[config.mk]
export PLATFORM = sky130hd
export DESIGN_NAME = rct_timer_top
export DESIGN_NICKNAME = d
export VERILOG_FILES = /design/src/hw/rct_pkg.sv /design/src/hw/rct_tick_if.sv /design/src/hw/rct_tick_gen.sv /design/src/hw/rct_pulse_gen.sv /design/src/hw/rct_timer_top.sv
export SDC_FILE = /design/constraint.sdc
export NUM_CORES = 1
export LEC_CHECK = 0
export CORE_ASPECT_RATIO = 1.75
export CORE_MARGIN = 4
export CORE_UTILIZATION = 50
export CTS_CLUSTER_SIZE = 40
export DETAILED_ROUTE_END_ITERATION = 7
export DONT_BUFFER_PORTS = 1
export GPL_ROUTABILITY_DRIVEN = 0
export HOLD_SLACK_MARGIN = 0.12
export SLEW_MARGIN = 20
export SYNTH_ARGS = -nofsm -noshare
export SYNTH_HDL_FRONTEND = slang
export SYNTH_HIERARCHICAL = 1
export SYNTH_SLANG_ARGS = --single-unit
[constraint.sdc]
create_clock -name sys_clk -period 3.8 [get_ports sys_clk]
set_input_delay 0.57 -clock sys_clk [delete_from_list [all_inputs] [get_ports sys_clk]]
set_output_delay 0.57 -clock sys_clk [all_outputs]
set_load 0.02 [all_outputs]
[src/hw/rct_pkg.sv]
// rct_pkg: register map, field positions, reset values and timing constants
// of the countdown timer and interrupt gating block.
// assumes a 32.768 kHz oscillator tick delivered as a one-cycle enable on sys_clk.
package rct_pkg;

    localparam longint unsigned OSC_HZ     = 32768;
    localparam longint unsigned NS_PER_SEC = 1_000_000_000;

    // register addresses
    localparam logic [4:0] ADDR_CTRL1     = 5'h00;
    localparam logic [4:0] ADDR_CTRL2     = 5'h01;
    localparam logic [4:0] ADDR_OFFSET    = 5'h02;
    localparam logic [4:0] ADDR_ALM_FIRST = 5'h0B;
    localparam logic [4:0] ADDR_ALM_LAST  = 5'h0F;
    localparam logic [4:0] ADDR_TMR_VAL   = 5'h10;
    localparam logic [4:0] ADDR_TMR_MODE  = 5'h11;
    localparam int         NUM_ALM        = 5;

    // field positions
    localparam int C2_AIE   = 7;
    localparam int C2_AF    = 6;
    localparam int C2_MI    = 5;
    localparam int C2_HMI   = 4;
    localparam int C2_TF    = 3;
    localparam int OFS_FAST = 7;
    localparam int ALM_DIS  = 7;
    localparam int TM_TD_HI = 4;
    localparam int TM_TD_LO = 3;
    localparam int TM_TE    = 2;
    localparam int TM_TIE   = 1;
    localparam int TM_PULSE = 0;

    // reset values and commands
    localparam logic [7:0] ZERO8        = 8'h00;
    localparam logic [7:0] ONE8         = 8'h01;
    localparam logic [7:0] ALM_RST      = 8'h80;
    localparam logic [7:0] TMR_MODE_RST = 8'h18;
    localparam logic [7:0] SOFT_RST_CMD = 8'h58;

    typedef enum logic [1:0] {SRC_4K, SRC_64, SRC_1S, SRC_60S} rct_src_t;

    // oscillator divider taps
    localparam logic [14:0] DIV_4K_MASK = 15'h0007;
    localparam logic [14:0] DIV_64_MASK = 15'h01FF;
    localparam logic [14:0] DIV_1S_MASK = 15'h7FFF;
    localparam logic [5:0]  SEC_LAST    = 6'h3B;

    typedef logic [9:0] rct_pw_t;

    // pulse widths, counted in oscillator ticks, least time rounded up
    localparam longint unsigned PW_122_NS   = 122_000;
    localparam longint unsigned PW_244_NS   = 244_000;
    localparam longint unsigned PW_7812_NS  = 7_812_000;
    localparam longint unsigned PW_15625_NS = 15_625_000;

    function automatic rct_pw_t osc_cycles(input longint unsigned ns);
        longint unsigned c;
        c = (ns * OSC_HZ + NS_PER_SEC - 1) / NS_PER_SEC;
        if (c == 0)
        begin
            c = 1;
        end
        return rct_pw_t'(c);
    endfunction : osc_cycles

    localparam rct_pw_t PW_122_OSC   = osc_cycles(PW_122_NS);
    localparam rct_pw_t PW_244_OSC   = osc_cycles(PW_244_NS);
    localparam rct_pw_t PW_7812_OSC  = osc_cycles(PW_7812_NS);
    localparam rct_pw_t PW_15625_OSC = osc_cycles(PW_15625_NS);
    localparam rct_pw_t PW_ZERO      = 10'h000;

endpackage : rct_pkg

[src/hw/rct_tick_if.sv]
// rct_tick_if: source ticks and pulse-generator handshake inside the block.
// assumes the tick and pg_start signals are one-cycle enables on sys_clk; pg_width is a value and pg_pulse a level.
`timescale 1ns/1ps
interface rct_tick_if;
    import rct_pkg::*;
    logic    osc_tick;
    logic    tick_4k;
    logic    tick_64;
    logic    tick_1s;
    logic    tick_60s;
    logic    pg_start;
    rct_pw_t pg_width;
    logic    pg_pulse;

    modport gen   (output tick_4k, tick_64, tick_1s, tick_60s);
    modport pulse (input osc_tick, pg_start, pg_width, output pg_pulse);
    modport core  (input osc_tick, tick_4k, tick_64, tick_1s, tick_60s, pg_pulse,
                   output pg_start, pg_width);
endinterface : rct_tick_if

[src/hw/rct_tick_gen.sv]
// rct_tick_gen: divides the oscillator tick into the four countdown sources.
// assumes osc_tick is a one-cycle enable; the divider runs free of the timer
// enable, which is what makes the first period shorter than nominal.
`timescale 1ns/1ps
module rct_tick_gen
    import rct_pkg::*;
(
    input  wire logic  sys_clk,
    input  wire logic  rst,
    input  wire logic  ce,
    input  wire logic  osc_tick,
    input  wire logic  soft_rst,
    rct_tick_if.gen    tif
);
    logic [14:0] div_q;
    logic [5:0]  sec_q;

    always_ff @(posedge sys_clk or posedge rst)
    begin
        if (rst)
            div_q <= '0;
        else if (ce && osc_tick)
            div_q <= div_q + 15'h0001;
    end

    always_ff @(posedge sys_clk or posedge rst)
    begin
        if (rst)
            sec_q <= '0;
        else if (ce && soft_rst)
            sec_q <= '0;
        else if (ce && tif.tick_1s)
            sec_q <= (sec_q == SEC_LAST) ? 6'h00 : sec_q + 6'h01;
    end

    assign tif.tick_4k  = ce && osc_tick && ((div_q & DIV_4K_MASK) == DIV_4K_MASK);
    assign tif.tick_64  = ce && osc_tick && ((div_q & DIV_64_MASK) == DIV_64_MASK);
    assign tif.tick_1s  = ce && osc_tick && (div_q == DIV_1S_MASK);
    assign tif.tick_60s = tif.tick_1s && (sec_q == SEC_LAST);

endmodule : rct_tick_gen

[src/hw/rct_pulse_gen.sv]
// rct_pulse_gen: stretches a countdown end into an interrupt pulse.
// assumes widths are given in oscillator ticks, so they do not move with offset mode.
`timescale 1ns/1ps
module rct_pulse_gen
    import rct_pkg::*;
(
    input  wire logic  sys_clk,
    input  wire logic  rst,
    input  wire logic  ce,
    input  wire logic  soft_rst,
    rct_tick_if.pulse  tif
);
    rct_pw_t cnt_q;

    always_ff @(posedge sys_clk or posedge rst)
    begin
        if (rst)
            cnt_q <= PW_ZERO;
        else if (ce)
        begin
            if (soft_rst)
                cnt_q <= PW_ZERO;
            else if (tif.pg_start)
                cnt_q <= tif.pg_width;
            else if (tif.osc_tick && cnt_q != PW_ZERO)
                cnt_q <= cnt_q - 10'h001;
        end
    end

    assign tif.pg_pulse = (cnt_q != PW_ZERO);

    a_pulse_width_load: assert property (@(posedge sys_clk) disable iff (rst)
        (ce && tif.pg_start && !soft_rst) |=> (cnt_q == $past(tif.pg_width)))
        else $error("pulse width not loaded");

endmodule : rct_pulse_gen

[src/hw/rct_timer_top.sv]
// rct_timer_top: countdown timer, timer flag, alarm flag and interrupt pin
// gating of a real-time clock, with its registers on a simple byte port.
// assumes the serial front end turns host accesses into reg_wr/reg_rd strokes,
// and the calendar supplies the current time plus a pulse when it advances.
//
// Notes on behaviour
// - with alarm interrupt enabled the interrupt pin follows the alarm flag
// - alarm flag sticks until cleared; sets again only on a fresh match
// - alarm fields with their disable bit at one are not compared
// - timer flag sets on countdown end and on minute or half-minute events
// - timer flag is readable and only a software write of zero or the soft reset command clears it
// - level mode: pin follows timer flag, no new interrupt while flag stays
// - pulse mode: countdown repeats, a pulse every period regardless of flag
// - pulse widths depend on source clock and load value, start with flag
// - source select 00/01/10/11 gives 4.096 kHz, 64 Hz, 1 Hz, 1/60 Hz
// - eight-bit counter loaded at 10h; zero halts the timer
// - decrementing from one sets flag, reloads, starts the next period
// - a value written mid-period takes effect at once
// - first period after enable may be short; later periods exact
// - timer interrupt enable gates the pin; mode bit picks pulse or level
// - reading 10h returns the live counter, not the reload value
// - offset pulses may stretch or shrink 1 Hz, 1/60 Hz, fast-mode 64 Hz
// - reset: timer off, source 1/60 Hz, interrupt enables clear
// - alarm flag sets when all enabled comparisons first match the time
`timescale 1ns/1ps
module rct_timer_top
    import rct_pkg::*;
#(
    parameter int CNT_W = 8
)
(
    input  wire logic             sys_clk,
    input  wire logic             rst,
    input  wire logic             ce,
    input  wire logic             osc_tick,
    input  wire logic             reg_wr,
    input  wire logic             reg_rd,
    input  wire logic [4:0]       reg_addr,
    input  wire logic [7:0]       reg_wdata,
    output logic      [7:0]       reg_rdata,
    input  wire logic             time_adv,
    input  wire logic [6:0]       cur_sec,
    input  wire logic [6:0]       cur_min,
    input  wire logic [6:0]       cur_hour,
    input  wire logic [6:0]       cur_date,
    input  wire logic [6:0]       cur_wday,
    input  wire logic             minute_event,
    input  wire logic             comp_extra,
    input  wire logic             comp_drop,
    output logic                  int_n
);
    rct_tick_if tif ();

    logic             wr;
    logic             soft_rst;
    logic             wr_ctrl2;
    logic             wr_val;
    logic             alarm_irq_enable_q;
    logic             alarm_flag_q;
    logic             minute_irq_enable_q;
    logic             half_minute_irq_enable_q;
    logic             countdown_flag_q;
    logic [7:0]       offset_q;
    logic [7:0]       alm_q [NUM_ALM];
    logic [CNT_W-1:0] countdown_load_value_q;
    logic [CNT_W-1:0] cnt_q;
    rct_src_t         countdown_source_select_q;
    logic             countdown_run_enable_q;
    logic             countdown_irq_enable_q;
    logic             countdown_irq_pulse_select_q;
    logic             match_prev_q;
    logic             src_tick;
    logic             comp_ok;
    logic             cnt_tick;
    logic             run;
    logic             end_evt;
    logic             match;
    logic             any_enabled;
    logic             tf_set;
    logic             af_set;
    logic             int_n_d;
    logic [7:0]       rdata_d;

    // an alarm field counts as hit when disabled or equal to the time
    function automatic logic field_hit(input logic [7:0] alm, input logic [6:0] cur);
        return alm[ALM_DIS] || (alm[6:0] == cur);
    endfunction : field_hit

    rct_tick_gen u_tick_gen (
        .sys_clk  (sys_clk),
        .rst      (rst),
        .ce       (ce),
        .osc_tick (osc_tick),
        .soft_rst (soft_rst),
        .tif      (tif.gen)
    );

    rct_pulse_gen u_pulse_gen (
        .sys_clk  (sys_clk),
        .rst      (rst),
        .ce       (ce),
        .soft_rst (soft_rst),
        .tif      (tif.pulse)
    );

    assign tif.osc_tick = ce && osc_tick;
    assign wr           = ce && reg_wr;
    assign soft_rst     = wr && reg_addr == ADDR_CTRL1 && reg_wdata == SOFT_RST_CMD;
    assign wr_ctrl2     = wr && reg_addr == ADDR_CTRL2;
    assign wr_val       = wr && reg_addr == ADDR_TMR_VAL;

    // source clock choice and offset compensation
    always_comb
    begin
        unique case (countdown_source_select_q)
            SRC_4K:  src_tick = tif.tick_4k;
            SRC_64:  src_tick = tif.tick_64;
            SRC_1S:  src_tick = tif.tick_1s;
            SRC_60S: src_tick = tif.tick_60s;
        endcase
    end

    assign comp_ok  = (offset_q[6:0] != 7'h00)
                   && (countdown_source_select_q == SRC_1S
                   ||  countdown_source_select_q == SRC_60S
                   || (countdown_source_select_q == SRC_64 && offset_q[OFS_FAST]));
    assign cnt_tick = comp_ok ? ((src_tick && !comp_drop) || comp_extra) : src_tick;
    assign run      = countdown_run_enable_q && countdown_load_value_q != '0;
    assign end_evt  = run && cnt_tick && cnt_q == CNT_W'(ONE8);

    // pulse width by source and load value
    always_comb
    begin
        unique case (countdown_source_select_q)
            SRC_4K:  tif.pg_width = (countdown_load_value_q == CNT_W'(ONE8))
                                    ? PW_122_OSC : PW_244_OSC;
            SRC_64:  tif.pg_width = (countdown_load_value_q == CNT_W'(ONE8))
                                    ? PW_7812_OSC : PW_15625_OSC;
            default: tif.pg_width = PW_15625_OSC;
        endcase
    end
    assign tif.pg_start = end_evt;

    // control_status_reg enables
    always_ff @(posedge sys_clk or posedge rst)
    begin
        if (rst)
        begin
            alarm_irq_enable_q       <= 1'b0;
            minute_irq_enable_q      <= 1'b0;
            half_minute_irq_enable_q <= 1'b0;
        end
        else if (ce)
        begin
            if (soft_rst)
            begin
                alarm_irq_enable_q       <= 1'b0;
                minute_irq_enable_q      <= 1'b0;
                half_minute_irq_enable_q <= 1'b0;
            end
            else if (wr_ctrl2)
            begin
                alarm_irq_enable_q       <= reg_wdata[C2_AIE];
                minute_irq_enable_q      <= reg_wdata[C2_MI];
                half_minute_irq_enable_q <= reg_wdata[C2_HMI];
            end
        end
    end

    // timer flag: writing zero clears, writing one keeps; a set wins
    assign tf_set = end_evt
                 || (minute_event && (minute_irq_enable_q || half_minute_irq_enable_q));
    always_ff @(posedge sys_clk or posedge rst)
    begin
        if (rst)
            countdown_flag_q <= 1'b0;
        else if (ce)
        begin
            if (soft_rst)
                countdown_flag_q <= 1'b0;
            else if (tf_set)
                countdown_flag_q <= 1'b1;
            else if (wr_ctrl2 && !reg_wdata[C2_TF])
                countdown_flag_q <= 1'b0;
        end
    end

    // alarm compare; only a change into match sets the flag
    always_comb
    begin
        match       = field_hit(alm_q[0], cur_sec) && field_hit(alm_q[1], cur_min)
                   && field_hit(alm_q[2], cur_hour) && field_hit(alm_q[3], cur_date)
                   && field_hit(alm_q[4], cur_wday);
        any_enabled = 1'b0;
        for (int i = 0; i < NUM_ALM; i++)
        begin
            any_enabled = any_enabled || !alm_q[i][ALM_DIS];
        end
    end
    assign af_set = time_adv && match && any_enabled && !match_prev_q;

    always_ff @(posedge sys_clk or posedge rst)
    begin
        if (rst)
            match_prev_q <= 1'b0;
        else if (ce && time_adv)
            match_prev_q <= match && any_enabled;
    end

    always_ff @(posedge sys_clk or posedge rst)
    begin
        if (rst)
            alarm_flag_q <= 1'b0;
        else if (ce)
        begin
            if (soft_rst)
                alarm_flag_q <= 1'b0;
            else if (af_set)
                alarm_flag_q <= 1'b1;
            else if (wr_ctrl2 && !reg_wdata[C2_AF])
                alarm_flag_q <= 1'b0;
        end
    end

    // offset and alarm registers
    always_ff @(posedge sys_clk or posedge rst)
    begin
        if (rst)
        begin
            offset_q <= ZERO8;
            for (int i = 0; i < NUM_ALM; i++)
                alm_q[i] <= ALM_RST;
        end
        else if (ce)
        begin
            if (soft_rst)
            begin
                offset_q <= ZERO8;
                for (int i = 0; i < NUM_ALM; i++)
                    alm_q[i] <= ALM_RST;
            end
            else if (wr && reg_addr == ADDR_OFFSET)
                offset_q <= reg_wdata;
            else if (wr && reg_addr >= ADDR_ALM_FIRST && reg_addr <= ADDR_ALM_LAST)
                alm_q[3'(reg_addr - ADDR_ALM_FIRST)] <= reg_wdata;
        end
    end

    // timer mode register
    always_ff @(posedge sys_clk or posedge rst)
    begin
        if (rst)
        begin
            countdown_source_select_q    <= rct_src_t'(TMR_MODE_RST[TM_TD_HI:TM_TD_LO]);
            countdown_run_enable_q       <= TMR_MODE_RST[TM_TE];
            countdown_irq_enable_q       <= TMR_MODE_RST[TM_TIE];
            countdown_irq_pulse_select_q <= TMR_MODE_RST[TM_PULSE];
        end
        else if (ce)
        begin
            if (soft_rst)
            begin
                countdown_source_select_q    <= rct_src_t'(TMR_MODE_RST[TM_TD_HI:TM_TD_LO]);
                countdown_run_enable_q       <= TMR_MODE_RST[TM_TE];
                countdown_irq_enable_q       <= TMR_MODE_RST[TM_TIE];
                countdown_irq_pulse_select_q <= TMR_MODE_RST[TM_PULSE];
            end
            else if (wr && reg_addr == ADDR_TMR_MODE)
            begin
                countdown_source_select_q    <= rct_src_t'(reg_wdata[TM_TD_HI:TM_TD_LO]);
                countdown_run_enable_q       <= reg_wdata[TM_TE];
                countdown_irq_enable_q       <= reg_wdata[TM_TIE];
                countdown_irq_pulse_select_q <= reg_wdata[TM_PULSE];
            end
        end
    end

    // reload value and live counter; the divider is not restarted on enable,
    // so the first period lands between n-1 and n source ticks
    always_ff @(posedge sys_clk or posedge rst)
    begin
        if (rst)
            countdown_load_value_q <= '0;
        else if (ce)
        begin
            if (soft_rst)
                countdown_load_value_q <= '0;
            else if (wr_val)
                countdown_load_value_q <= reg_wdata[CNT_W-1:0];
        end
    end

    always_ff @(posedge sys_clk or posedge rst)
    begin
        if (rst)
            cnt_q <= '0;
        else if (ce)
        begin
            if (soft_rst)
                cnt_q <= '0;
            else if (wr_val)
                cnt_q <= reg_wdata[CNT_W-1:0];
            else if (run && cnt_tick)
                cnt_q <= end_evt ? countdown_load_value_q : cnt_q - CNT_W'(ONE8);
        end
    end

    // interrupt pin, active low, from a flop
    assign int_n_d = !((alarm_irq_enable_q && alarm_flag_q)
                   || (countdown_irq_enable_q
                       && (countdown_irq_pulse_select_q ? tif.pg_pulse
                                                        : countdown_flag_q)));
    always_ff @(posedge sys_clk or posedge rst)
    begin
        if (rst)
            int_n <= 1'b1;
        else if (ce)
            int_n <= int_n_d;
    end

    // register read, answered one edge after reg_rd
    always_comb
    begin
        rdata_d = ZERO8;
        if (reg_addr == ADDR_CTRL2)
        begin
            rdata_d[C2_AIE] = alarm_irq_enable_q;
            rdata_d[C2_AF]  = alarm_flag_q;
            rdata_d[C2_MI]  = minute_irq_enable_q;
            rdata_d[C2_HMI] = half_minute_irq_enable_q;
            rdata_d[C2_TF]  = countdown_flag_q;
        end
        else if (reg_addr == ADDR_OFFSET)
            rdata_d = offset_q;
        else if (reg_addr >= ADDR_ALM_FIRST && reg_addr <= ADDR_ALM_LAST)
            rdata_d = alm_q[3'(reg_addr - ADDR_ALM_FIRST)];
        else if (reg_addr == ADDR_TMR_VAL)
            rdata_d = 8'(cnt_q);
        else if (reg_addr == ADDR_TMR_MODE)
        begin
            rdata_d[TM_TD_HI:TM_TD_LO] = countdown_source_select_q;
            rdata_d[TM_TE]             = countdown_run_enable_q;
            rdata_d[TM_TIE]            = countdown_irq_enable_q;
            rdata_d[TM_PULSE]          = countdown_irq_pulse_select_q;
        end
    end

    always_ff @(posedge sys_clk or posedge rst)
    begin
        if (rst)
            reg_rdata <= ZERO8;
        else if (ce && reg_rd)
            reg_rdata <= rdata_d;
    end

    a_alarm_pin_level: assert property (@(posedge sys_clk) disable iff (rst)
        (ce && alarm_irq_enable_q && alarm_flag_q) |=> !int_n)
        else $error("alarm flag not on pin");

    a_alarm_flag_hold: assert property (@(posedge sys_clk) disable iff (rst)
        (ce && alarm_flag_q && !soft_rst && !(wr_ctrl2 && !reg_wdata[C2_AF]))
        |=> alarm_flag_q)
        else $error("alarm flag dropped by itself");

    a_alarm_set_cause: assert property (@(posedge sys_clk) disable iff (rst)
        $rose(alarm_flag_q) |-> $past(time_adv && match && any_enabled && !match_prev_q))
        else $error("alarm flag set without fresh match");

    a_tflag_on_end: assert property (@(posedge sys_clk) disable iff (rst)
        (ce && end_evt && !soft_rst) |=> countdown_flag_q)
        else $error("timer flag missed countdown end");

    a_tflag_sticky: assert property (@(posedge sys_clk) disable iff (rst)
        (ce && countdown_flag_q && !soft_rst && !(wr_ctrl2 && !reg_wdata[C2_TF]))
        |=> countdown_flag_q)
        else $error("timer flag cleared by itself");

    a_level_mode_pin: assert property (@(posedge sys_clk) disable iff (rst)
        (ce && countdown_irq_enable_q && !countdown_irq_pulse_select_q && countdown_flag_q)
        |=> !int_n)
        else $error("level mode pin not following flag");

    a_pulse_mode_pin: assert property (@(posedge sys_clk) disable iff (rst)
        (ce && end_evt && !soft_rst && countdown_irq_enable_q
         && countdown_irq_pulse_select_q) |=> ##1 !int_n)
        else $error("no pulse after countdown end");

    a_reload_after_end: assert property (@(posedge sys_clk) disable iff (rst)
        (ce && end_evt && !soft_rst && !wr_val) |=> (cnt_q == $past(countdown_load_value_q)))
        else $error("counter not reloaded");

    a_counter_hold_off: assert property (@(posedge sys_clk) disable iff (rst)
        (ce && !countdown_run_enable_q && !wr_val && !soft_rst) |=> $stable(cnt_q))
        else $error("counter moved while disabled");

    a_live_value_read: assert property (@(posedge sys_clk) disable iff (rst)
        (ce && reg_rd && reg_addr == ADDR_TMR_VAL) |=> (reg_rdata == 8'($past(cnt_q))))
        else $error("timer value read not live");

endmodule : rct_timer_top

* Word level (Yosys, flattened, before mapping)
Cells that the tools add are included.
** Cells by class
- Add/sub/neg operators :: 5
- $lt $le $gt $ge :: 4
- Equality and inequality tests :: 20
- Multiplexer cells :: 56
- Bitwise operators :: 1
- Reduce and logical (&&, ||, !) cells :: 89
** Operators by type and width (count)
- 40-bit 2-to-1 mux :: 3
- 8-bit 2-to-1 mux :: 13
- 40-bit bitwise mux :: 1
- 1-bit logical AND :: 40
- 10-bit 2-to-1 mux :: 4
- 7-bit equality test :: 5
- 8-bit binary-select mux with 3-bit select :: 1
- 8-bit demux with 3-bit select :: 1
- 1-bit 2-to-1 mux :: 20
- 10-bit case mux with 2 select lines :: 1
- 6-bit 2-to-1 mux :: 3
- 8-bit by 1-bit equality test with 1-bit output, second input constant :: 2
- 2-bit AND reduction :: 8
- 15-bit by 1-bit adder with 15-bit output, second input constant :: 1
- 15-bit equality test, second input constant :: 1
- 1-bit logical OR :: 15
- 5-bit 2-to-1 mux :: 3
- 2-bit nonzero test :: 6
- 3-bit nonzero test :: 4
- 5-bit equality test, second input constant :: 2
- 1-bit logical NOT :: 10
- 10-bit nonzero test :: 1
- 10-bit by 1-bit subtractor with 10-bit output, second input constant :: 1
- 9-bit equality test, second input constant :: 1
- other kinds (25) :: 28
** Storage, ports and cells
- Bits in registers :: 115
- Output and inout port bits :: 9
- Logic and storage cells :: 198

* Longest topological paths before layout
Gate-level depths: netlist of run 1.
- Depth after elaboration :: 13
- Gate-level depth with buffers :: 15
- Mapped depth without buffers :: 13

* Cells and area by module
Netlist of run 1, hierarchy kept.
** Modules (own cells, without submodules)
- rct_timer_top :: instances 1, cells an instance 538, area an instance 5081.1 sq um, seq. area each 2112.0 sq um
- rct_tick_gen :: instances 1, cells an instance 101, area an instance 1076.0 sq um, seq. area each 525.5 sq um
- rct_pulse_gen :: instances 1, cells an instance 88, area an instance 752.0 sq um, seq. area each 250.2 sq um

* Worst setup path after synthesis of run 1
OpenSTA, ideal clock, no wires.
- Path kind :: input -> register
- Start :: in reg_addr[0]
- End :: reg u_pulse_gen.cnt_q[8]
- Setup time :: 122 ps
- Data arrival time :: 3311 ps
- Data required time :: 3678 ps
- Setup slack :: 368 ps
- Stages on the path :: 14
- Buffers on the path :: 5
- Cells stage by stage :: buf_2 inv_1 clkbuf_1 ha_1 nand3_1 or3_4 inv_2 buf_2 buf_2 nor3_1 and4_1 buf_2 or3_1 a32o_1
** Between the ends
- Cells in the longest elaborated chain, start to end :: 5
- Elaborated cells between the ends (all ways) :: 6
- Classes of those cells :: mux: 1; reduce/logical: 5
** Ends and longest elaborated chain
- start, declared :: line rct_timer_top.sv:38 : input wire logic [4:0] reg_addr,
- 5-bit logical NOT * :: line rct_timer_top.sv:108 : assign soft_rst = wr && reg_addr == ADDR_CTRL1 && reg_wdata == SOFT_RST_CMD;
- 1-bit logical AND * (2 in series) :: line rct_timer_top.sv:108
- net soft_rst :: line rct_timer_top.sv:55 : logic soft_rst;
- 3-bit nonzero test (no source line)
- 2-bit AND reduction (no source line)
- end signal, assigned :: line rct_pulse_gen.sv:24 : cnt_q <= tif.pg_width;
- end signal, assigned :: line rct_pulse_gen.sv:26 : cnt_q <= cnt_q - 10'h001;
- end, declared :: line rct_pulse_gen.sv:13 : rct_pw_t cnt_q;
The timed path passes the listed nets; every way through them passes the cells marked *.
A chain may end at the register's enable or synchronous reset.

* Final worst setup path of run 1
- Start :: reg u_tick_gen.div_q[0]
- End :: reg u_pulse_gen.cnt_q[7]
** Between the ends
- Elaborated cells between the ends (all ways) :: 17
- Classes of those cells :: eq/ne: 3; mux: 4; reduce/logical: 10
** RTL lines
- start, declared :: line rct_tick_gen.sv:15 : logic [14:0] div_q;
- start signal, assigned :: line rct_tick_gen.sv:23 : div_q <= div_q + 15'h0001;
- 9-bit equality test * :: line rct_tick_gen.sv:37 : assign tif.tick_64 = ce && osc_tick && ((div_q & DIV_64_MASK) == DIV_64_MASK);
- 1-bit logical AND * :: line rct_tick_gen.sv:37
- net tif.tick_64 :: line rct_tick_if.sv:8 : logic tick_64;
- 1-bit case mux with 4 select lines * :: line rct_timer_top.sv:115 : unique case (countdown_source_select_q)
- 1-bit logical AND :: line rct_timer_top.sv:127 : assign cnt_tick = comp_ok ? ((src_tick && !comp_drop) || comp_extra) : src_tick;
- 1-bit logical OR :: line rct_timer_top.sv:127
- 1-bit 2-to-1 mux * :: line rct_timer_top.sv:127
- 1-bit logical AND * (2 in series) :: line rct_timer_top.sv:129 : assign end_evt = run && cnt_tick && cnt_q == CNT_W'(ONE8);
- net end_evt :: line rct_timer_top.sv:76 : logic end_evt;
- 3-bit nonzero test (no source line) or 10-bit 2-to-1 mux (tied branches)
- 2-bit AND reduction (no source line) or 10-bit 2-to-1 mux (tied branches)
Marked as above.

==> results of run 1 <==
-- worst reg2reg max path: stages, from the launching register on --
cell                       delay [ns]
sky130_fd_sc_hd__dfrtp_1         0.40
sky130_fd_sc_hd__ha_1            0.23
sky130_fd_sc_hd__nand3_1         0.17
sky130_fd_sc_hd__nor2_1          0.07
sky130_fd_sc_hd__ha_1            0.17
sky130_fd_sc_hd__and3_1          0.13
sky130_fd_sc_hd__mux4_2          0.49
sky130_fd_sc_hd__a21boi_4        0.26
sky130_fd_sc_hd__or2_4           0.19
sky130_fd_sc_hd__inv_1           0.07
sky130_fd_sc_hd__or2_1           0.26
sky130_fd_sc_hd__o21ai_2         0.39
sky130_fd_sc_hd__or2_1           0.37
sky130_fd_sc_hd__o311ai_1        0.17
-- final cells by class --
class,count,area [um2]
Clock inverter,11,62.6
Timing Repair Buffer,13,100
Tap cell,174,218
Multi-Input combinational cell,555,3780
Clock buffer,21,460
Inverter,25,96.3
Sequential cell,115,2890
Fill cell,1245,5850
-- repair_timing --
action                                  in CTS  in global routing
endpoints found under the setup margin       0                  1
resized for setup                            0                  1
hold endpoints to repair                    10                  0
hold buffers                                 1                  0
-- cells in the mapped netlist, drive strengths merged (4+ instances only) --
| cell | number |
|---|---|
| nand4 | 15 |
| buf | 22 |
| dfrtp | 107 |
| and4 | 5 |
| nor4 | 11 |
| a31oi | 15 |
| and2 | 6 |
| o31ai | 11 |
| o311ai | 7 |
| o21ai | 40 |
| ha | 11 |
| and3 | 12 |
| o211ai | 9 |
| a22o | 24 |
| inv | 25 |
| a221oi | 6 |
| nor2b | 4 |
| or4 | 4 |
| nor2 | 45 |
| mux2 | 12 |
| a41oi | 4 |
| dfstp | 8 |
| mux2i | 27 |
| nor3b | 6 |
| nand4b | 4 |
| o22ai | 4 |
| clkbuf | 16 |
| xor2 | 30 |
| nand2 | 83 |
| or3 | 6 |
| a21oi | 29 |
| nor3 | 16 |
| nand3 | 41 |
| xnor2 | 24 |
-- cells by family after synthesis --
group                      share of synthesized area, %
AOI/OAI and AO/OA                                  18.0
buffers and inverters                              3.97
muxes                                              6.19
adders and majority gates                          1.99
other                                            0.0543
DFF                                                41.8
xor gates and xnor gates                           6.85
and+or+nand+nor                                    21.1
-- registers in the layout, summed over array words and instances (netlist names), 2 cells and up --
name                       flops
alm_q                         40
u_tick_gen/sec_q               6
cnt_q                          8
countdown_source_select_q      2
u_tick_gen/div_q              15
reg_rdata                      8
u_pulse_gen/cnt_q             10
countdown_load_value_q         8
offset_q                       8
-- final timing paths --
| path | startpoint | endpoint | cells after the start | slack (ns) |
|---|---|---|---|---|
| setup / recovery | u_tick_gen/div_q[0] | u_pulse_gen/cnt_q[7] | 13 | 0.29 |
| hold / removal | rst | u_tick_gen/div_q[1] | 1 | 0.19 |
| setup reg to reg | u_tick_gen/div_q[0] | u_pulse_gen/cnt_q[7] | 13 | 0.29 |
| hold reg to reg | match_prev_q | match_prev_q | 2 | 0.47 |
| max in group asynchronous | rst | int_n | 2 | 2.74 |
| min in group sys_clk | reg_wdata[3] | countdown_source_select_q[0] | 2 | 0.26 |
-- routing by layer --
layer	vias up	share of wire, %	global-route usage [%]
met5	-	0	0
met4	0	7.4	20.1
met3	82	5.2	5.73
met2	270	53	49.3
met1	2867	34	27.6
li1	2673	-	-
-- power by group through the flow --
stage	sequential (mW)	clock [mW]	combinational (mW)
2_1_floorplan	1.60	0	0.597
5_1_grt	1.70	1.49	0.824
4_1_cts	1.67	1.43	0.734
6_report	1.67	1.41	0.738
3_5_place_dp	1.69	0	0.728
3_3_place_gp	1.68	0	0.707
==> results.md, run 1 <==
Timing:
- The achievable frequency is 0.285 GHz.
- The final setup violation count is 0.
- The final total negative setup slack is 0 ns.
- At the pin with the least slew margin, the transition time is 0.876 ns.
- Setup repair after global routing left no endpoint under its margin.
- The final worst-path setup slack is 0.293 ns.
- The final hold slack is 0.191 ns.
- The hold violation total from the final report is 0.
- Of the available clock period, the critical path in the final layout requires 92.3%.
- The final critical-path required period is 3.51 ns.
- The max-slew violation total from the final report is 0.
- The worst clock skew on the final layout is 0.0101 ns.
- In this run the tightest slew margin relative to its limit is 41.6%.

Placement:
- The setup slack after placement is 0.232 ns.
- In this run the tool buffered the top-level ports with 0 buffer cells.
- The wire-length estimate of the detail-placed layout is approximately 16000 um.
- The instance count after placement with tap cells included is 881.
- Summing all placed instances gives a cell area of 7070 um2.

Global routing:
- The initial antenna violation count is 0.
- The wire length of the first global-routing pass is 33600 um.
- The maximum number of pins on one net before global-route repair is 64.
- Global routing used a little over a quarter of the available tracks across all layers.
- The via count of the first global-routing pass is around 6.1k.
- The total grt overflow is 0.

Drt:
- In this run the remaining antenna-violating nets after routing total 0.
- The final routed DRC violation total is 0.
- The first-pass detailed-route iteration total is 6.
- The routed via count is 5892.
- The number of DRC markers in iteration 0 is 348.
- The detailed-route vias per instance is ~6.4.
- Dividing the detail-routed wire length by the instance count gives 23.1 um.
- Summed over all layers, the routed wires come to 21100 um.

Finish:
- Leaving out fill and tap cells, the most frequent cell in the layout is sky130_fd_sc_hd__dfrtp_1.
- In the layout the commonest cells are 107 x sky130_fd_sc_hd__dfrtp_1, 83 x sky130_fd_sc_hd__nand2_1, 43 x sky130_fd_sc_hd__nor2_1.
- At the end of the flow, the number of nets in the layout was 796.
- The count of placed standard cells in the final layout, fillers left out is 914.
- The final core area utilization is a little under three fifths.
- The number of antenna diodes is 0.
- Relative to the synthesized area, the layout overhead comes to 10.1%.
- The final instance area is ~7600 um2.
- Cells with a size suffix above 1 make up a little over an eighth of the layout.

Floorplanning:
- The floorplan step defined a die boundary enclosing about 16000 um2.
- The initial utilization of the core area, before any placement, comes to 51.4%.
- The horizontal die dimension is 96.9 um.
- For this design the top-level I/O count stands at 67.
- In this run the core area contains 56 standard-cell rows.
- The die span in y is approximately 160 um.
- In this run the standard cell core region covers 13500 um2.

Synthesis:
- The average footprint of a synthesized cell is 9.50 um2.
- The primary flip-flop cell chosen by synthesis mapping is sky130_fd_sc_hd__dfrtp_1.
- Of the post-synthesis cell area, the dominant cell type holds 38.8%.
- The cell type with the largest total area after synthesis is sky130_fd_sc_hd__dfrtp_1.
- The number of enable-type register cells in the synthesized netlist is 0.
- The number of warnings printed during yosys synthesis is 6.
- The portion of the post-synthesis area used by sequential elements is 41.8%.
- The synthesized netlist occupies a cell area of between 6000 and 7000 um2.
- The number of standard cells after synthesis is 727.
- The post-synthesis register bit count is roughly 120.
- The netlist uses 85 different library cells.
- By area the synthesized netlist is led by sky130_fd_sc_hd__dfrtp_1 39%, sky130_fd_sc_hd__nand2_1 4.5%, sky130_fd_sc_hd__mux2i_1 3.9%, sky130_fd_sc_hd__xor2_1 3.8%, sky130_fd_sc_hd__dfstp_2 3.0%.
- The post-synthesis async set-or-reset flop share is between 90% and 100%.

Pwr:
- The internal power of the cells totals 2.61 mW.
- For this design the ratio of total power to cell area is approximately 500 nW/um2.
- The fraction of power spent switching nets is 31.5%.
- The analysis attributes to cell leakage a power of 3.47 nW.
- The fraction of power consumed by the clock network is 36.9%.
- The net load switching power is about 1.2 mW.
- Combinational logic burns 19.3% of the power.
- IR analysis of the VDD net gives a maximum drop of 0.000277 V.
- The total power consumption of the routed design is 3.82 mW.
- In this run, flip-flops and latches consume 43.8% of the power.

Worst setup path:
- The critical path goes through ha_1 -> nand3_1 -> nor2_1 -> ha_1 -> and3_1 -> mux4_2 -> a21boi_4 -> or2_4 -> inv_1 -> or2_1 -> o21ai_2 -> or2_1 -> o311ai_1.
- On the critical path, the stage with the largest delay is an instance of sky130_fd_sc_hd__mux4_2.
- The cell family contributing the most delay on the critical path is simple AND/OR/NAND/NOR gates.
- In this design, the stage delay of the slowest critical-path cell is 0.49 ns.
- The required time at the worst-slack endpoint is 4.07 ns.
- The data arrival time of the critical path is 3.78 ns.
- The endpoint type of the worst setup path is a register.
- The classification of the worst setup path is register to register.
- The worst setup path is launched from a register.
- The buffer and inverter count on the worst path is 1.
- In this run the worst path has a maximum fanout of 12.

Clock tree:
- After clock tree synthesis, the clock-pin slew on the worst setup and hold paths is 0.06 ns.
- Clock latency on the worst-skew pair, taken at its later pin, is between 0.4 and 0.5 ns.
- In this run the post-CTS setup repair buffer count came out at 0.
- The H-tree generated during clock tree synthesis spans 4 levels.
- The clock buffer count from CTS is 17.
- The TritonCTS clock tree is built.
- The clock tree root buffer cell is sky130_fd_sc_hd__clkbuf_16.
- The number of sinks on the clock net is about 120.
- The number of buffers between clock root and the deepest sink is 2.

Hold path:
- The min-delay analysis places its worst path in the category input pin to asynchronous set/reset pin.

Outcome:
- The flow ran to the end, and the final reports show no timing, DRC or antenna violations.

Run:
- The total of max-cap violations is 0.
Note: power is estimated with default switching activity, not from simulation.
==> inputs of run 2 (changes only) <==
--- a/config.mk
+++ b/config.mk
@@ -5,14 +5,15 @@
 export SDC_FILE = /design/constraint.sdc
 export NUM_CORES = 1
 export LEC_CHECK = 0
+export BUFFER_PORTS_ARGS = -buffer_cell sky130_fd_sc_hd__buf_2
 export CORE_ASPECT_RATIO = 1.75
 export CORE_MARGIN = 4
 export CORE_UTILIZATION = 50
 export CTS_CLUSTER_SIZE = 40
 export DETAILED_ROUTE_END_ITERATION = 7
-export DONT_BUFFER_PORTS = 1
 export GPL_ROUTABILITY_DRIVEN = 0
 export HOLD_SLACK_MARGIN = 0.12
+export PLACE_DENSITY = 0.69
 export SLEW_MARGIN = 20
 export SYNTH_ARGS = -nofsm -noshare
 export SYNTH_HDL_FRONTEND = slang
==> run 2 against run 1 <==
Net effect:
- clock power increased by 25%
- sequential power hardly changed
- cell area grew 6.2%
- non-clock buffer count grew 70
- combinational power rose by 9.8%
- critical path depth fell by 1
- clock skew decreased by 0.0027 ns
- highest routed layer unchanged
==> results.md, run 2 (synthesized netlist as in run 1, its figures left out) <==
Outcome:
- Outcome: completed (unchanged).

Timing:
- The max-slew violation total from the final report was 0 (unchanged).
- The hold violation total from the final report came to 0 (unchanged).
- The achievable frequency is 0.274 GHz (was 0.285 GHz).
- The slew at the pin closest to its max-slew limit was 0.789 ns (was 0.876 ns).
- The final setup violation count is 0 (unchanged).
- The final critical-path required period was 3.65 ns (was 3.51 ns).
- The final total negative setup slack is 0 ns (unchanged).
- The normalized max-slew margin is 47.4% (was 41.6%).
- The worst clock skew on the final layout is 0.00739 ns (was 0.0101 ns).
- The final worst-path cycle share is 96.1% (was 92.3%).

Global routing:
- The total grt overflow came to 0 (unchanged).
- The maximum number of pins on one net before global-route repair came to 46 (was 64).
- The initial antenna violation count came to 0 (unchanged).
- The wire length of the first global-routing pass is 33800 um (was 33600 um).
- The via count of the first global-routing pass is 6466 (was 6095).
- The overall routing resource usage was 27.2% (was 27.4%).

Drt:
- The first-pass detailed-route iteration total is 5 (was 6).
- The routed via count is 6199 (was 5892).
- The routed length per placed instance is 21.4 um (was 23.1 um).
- The final routed DRC violation total is 0 (unchanged).
- The total length of routed wires is 21100 um (about the same).
- The number of DRC markers in iteration 0 is 441 (was 348).
- The remaining antenna violation count is 0 (unchanged).
- The detailed-route vias per instance is 6.31 (was 6.45).

Finish:
- The final-layout fill cell count is 1157 (was 1245).
- The flip-flop count of the largest register, all copies and words added is 40 (unchanged).
- The share of post-route cells with drive strength above 1 was 20.6% (was 13.1%).
- The number of nets at the end of the flow is 866 (was 796).
- The sequential cell area in the final layout is 2890 um2 (unchanged).
- The signed area change from the synthesized netlist to the final layout is 16.9% (was 10.1%).
- The multi-input combinational cell area is 3780 um2 (about the same).
- Most frequent cells in the layout: 107 x sky130_fd_sc_hd__dfrtp_1, 83 x sky130_fd_sc_hd__nand2_1, 66 x sky130_fd_sc_hd__buf_2 (was 107 x sky130_fd_sc_hd__dfrtp_1, 83 x sky130_fd_sc_hd__nand2_1, 43 x sky130_fd_sc_hd__nor2_1).
- The commonest non-fill, non-tap cell in the layout is sky130_fd_sc_hd__dfrtp_1 (unchanged).
- The register bank with the most flops is alm_q (unchanged).
- Regs by FF count: alm_q (40), u_tick_gen/div_q (15), u_pulse_gen/cnt_q (10) (unchanged).
- The number of antenna diodes was 0 (unchanged).

Clock tree:
- The TritonCTS clock tree is built (unchanged).
- The number of buffers between clock root and the deepest sink is 2 (unchanged).
- The number of sinks on the clock net is 115 (unchanged).
- The clock transition time at the flip-flop clock pins of the worst setup and hold paths is 0.06 ns (about the same).
- The count of buffers added by post-CTS timing repair for setup is 0 (unchanged).
- The worst-skew pair later-pin latency is 0.42 ns (was 0.41 ns).
- The depth of the CTS H-tree was 4 (unchanged).
- The clock tree root buffer cell is sky130_fd_sc_hd__clkbuf_16 (unchanged).
- The clock buffer count from CTS is 17 (unchanged).

Floorplanning:
- The top-level port count is 67 (unchanged).
- The die span in y is 164 um (unchanged).
- The horizontal die dimension came to 96.9 um (unchanged).
- The initial standard-cell utilization of the core was 51.4% (unchanged).
- The overall die area is 15800 um2 (unchanged).
- The number of placement rows was 56 (unchanged).
- The core footprint came to 13500 um2 (unchanged).

Pwr:
- The worst voltage drop across the vdd grid is 0.000320 V (was 0.000277 V).
- The total power density per cell area is 524 nW/um2 (was 502 nW/um2).
- The reported leakage power is 3.80 nW (was 3.47 nW).
- The total power consumption of the routed design was 4.23 mW (was 3.82 mW).

Worst setup path:
- The launching element type of the critical path is a register (unchanged).
- The data arrival time of the critical path is 3.95 ns (was 3.78 ns).
- The endpoint type of the worst setup path was a register (unchanged).
- The classification of the worst setup path is register to register (unchanged).
- The required time at the worst-slack endpoint is 4.10 ns (was 4.07 ns).
- The maximum fanout encountered on the critical timing path was 11 (was 12).

Hold path:
- The worst hold path class is input pin to asynchronous set/reset pin (unchanged).

Placement:
- The number of buffer cells added on primary ports is 66 (was 0).
- The final HPWL from detailed placement is 15600 um (was 16000 um).

Run:
- The total of max-cap violations came to 0 (unchanged).
[run 2: changes by cell type in the layout (fill, tap and decap cells not counted), moves of 4 or more]
cell / before / now
sky130_fd_sc_hd__buf_2: 0 / 66
sky130_fd_sc_hd__buf_4: 12 / 17
sky130_fd_sc_hd__bufinv_16: 0 / 5
sky130_fd_sc_hd__clkinv_2: 8 / 4
[run 2: per-layer routing]
metal  vias up  track usage (%)  routed length (um)
li1       2805                -                   -
met3       108             4.91                1220
met1      2971             28.6                7340
met2       315             49.0               11000
met5         -                0                   0
met4         0             18.3                1450
[run 2: final timing paths]
path	start	depth (start not counted)	to	slack, ns
setup / recovery	u_tick_gen/div_q[0]	12	u_pulse_gen/cnt_q[7]	0.15
setup reg to reg	u_tick_gen/div_q[0]	12	u_pulse_gen/cnt_q[7]	0.15
hold reg to reg	reg_rdata[7]	2	reg_rdata[7]	0.48
max in group asynchronous	rst	3	offset_q[0]	2.67
hold / removal	rst	2	u_pulse_gen/cnt_q[8]	0.19
min in group sys_clk	reg_rdata[7]	2	reg_rdata[7]	0.48
[run 2: through the flow]
| stage | worst slack [ns] | instance area, um2 | utilization (%) | hold slack (ns) | std cells |
|---|---|---|---|---|---|
| after floorplan | 0.368 | 6930 | - | 0.410 | 733 |
| after global placement | 0.244 | 7430 | 55.2 | 0.450 | 952 |
| after detailed placement | 0.0694 | 7430 | 55.2 | 0.469 | 952 |
| after CTS | 0.141 | 8070 | 60.0 | 0.184 | 983 |
| after global routing | -0.00112 | 8080 | 60.0 | 0.214 | 983 |
| final | 0.148 | 8080 | 60.0 | 0.189 | 983 |
[run 2: where the power goes]
group	total, mW	switching [mW]	internal, mW
logic	0.810	0.441	0.369
registers	1.67	0.248	1.42
clock network	1.76	0.567	1.19
[run 2: worst max-delay path, cell delays in order, from the launching register on]
cell	delay [ns]
sky130_fd_sc_hd__dfrtp_1	0.38
sky130_fd_sc_hd__ha_1	0.18
sky130_fd_sc_hd__nand3_1	0.15
sky130_fd_sc_hd__or4_1	0.66
sky130_fd_sc_hd__nor3_1	0.22
sky130_fd_sc_hd__mux4_2	0.29
sky130_fd_sc_hd__a21boi_4	0.09
sky130_fd_sc_hd__or2_4	0.28
sky130_fd_sc_hd__inv_1	0.13
sky130_fd_sc_hd__nor3_1	0.08
sky130_fd_sc_hd__and4_1	0.32
sky130_fd_sc_hd__or2_1	0.40
sky130_fd_sc_hd__o311ai_1	0.35
[run 2: layout make-up]
type / instances / area share, %
clock inverters: 10 / 2.23
well taps: 174 / 2.70
inverters: 25 / 1.18
clock buffers: 21 / 5.70
multi-input cells: 555 / 46.8
repair buffers: 83 / 5.67
flip-flops and latches: 115 / 35.7
[run 2: what timing repair did]
action,in CTS,in global routing
gates resized for setup,0,1
endpoints found under the setup margin,0,8
hold buffers,0,0
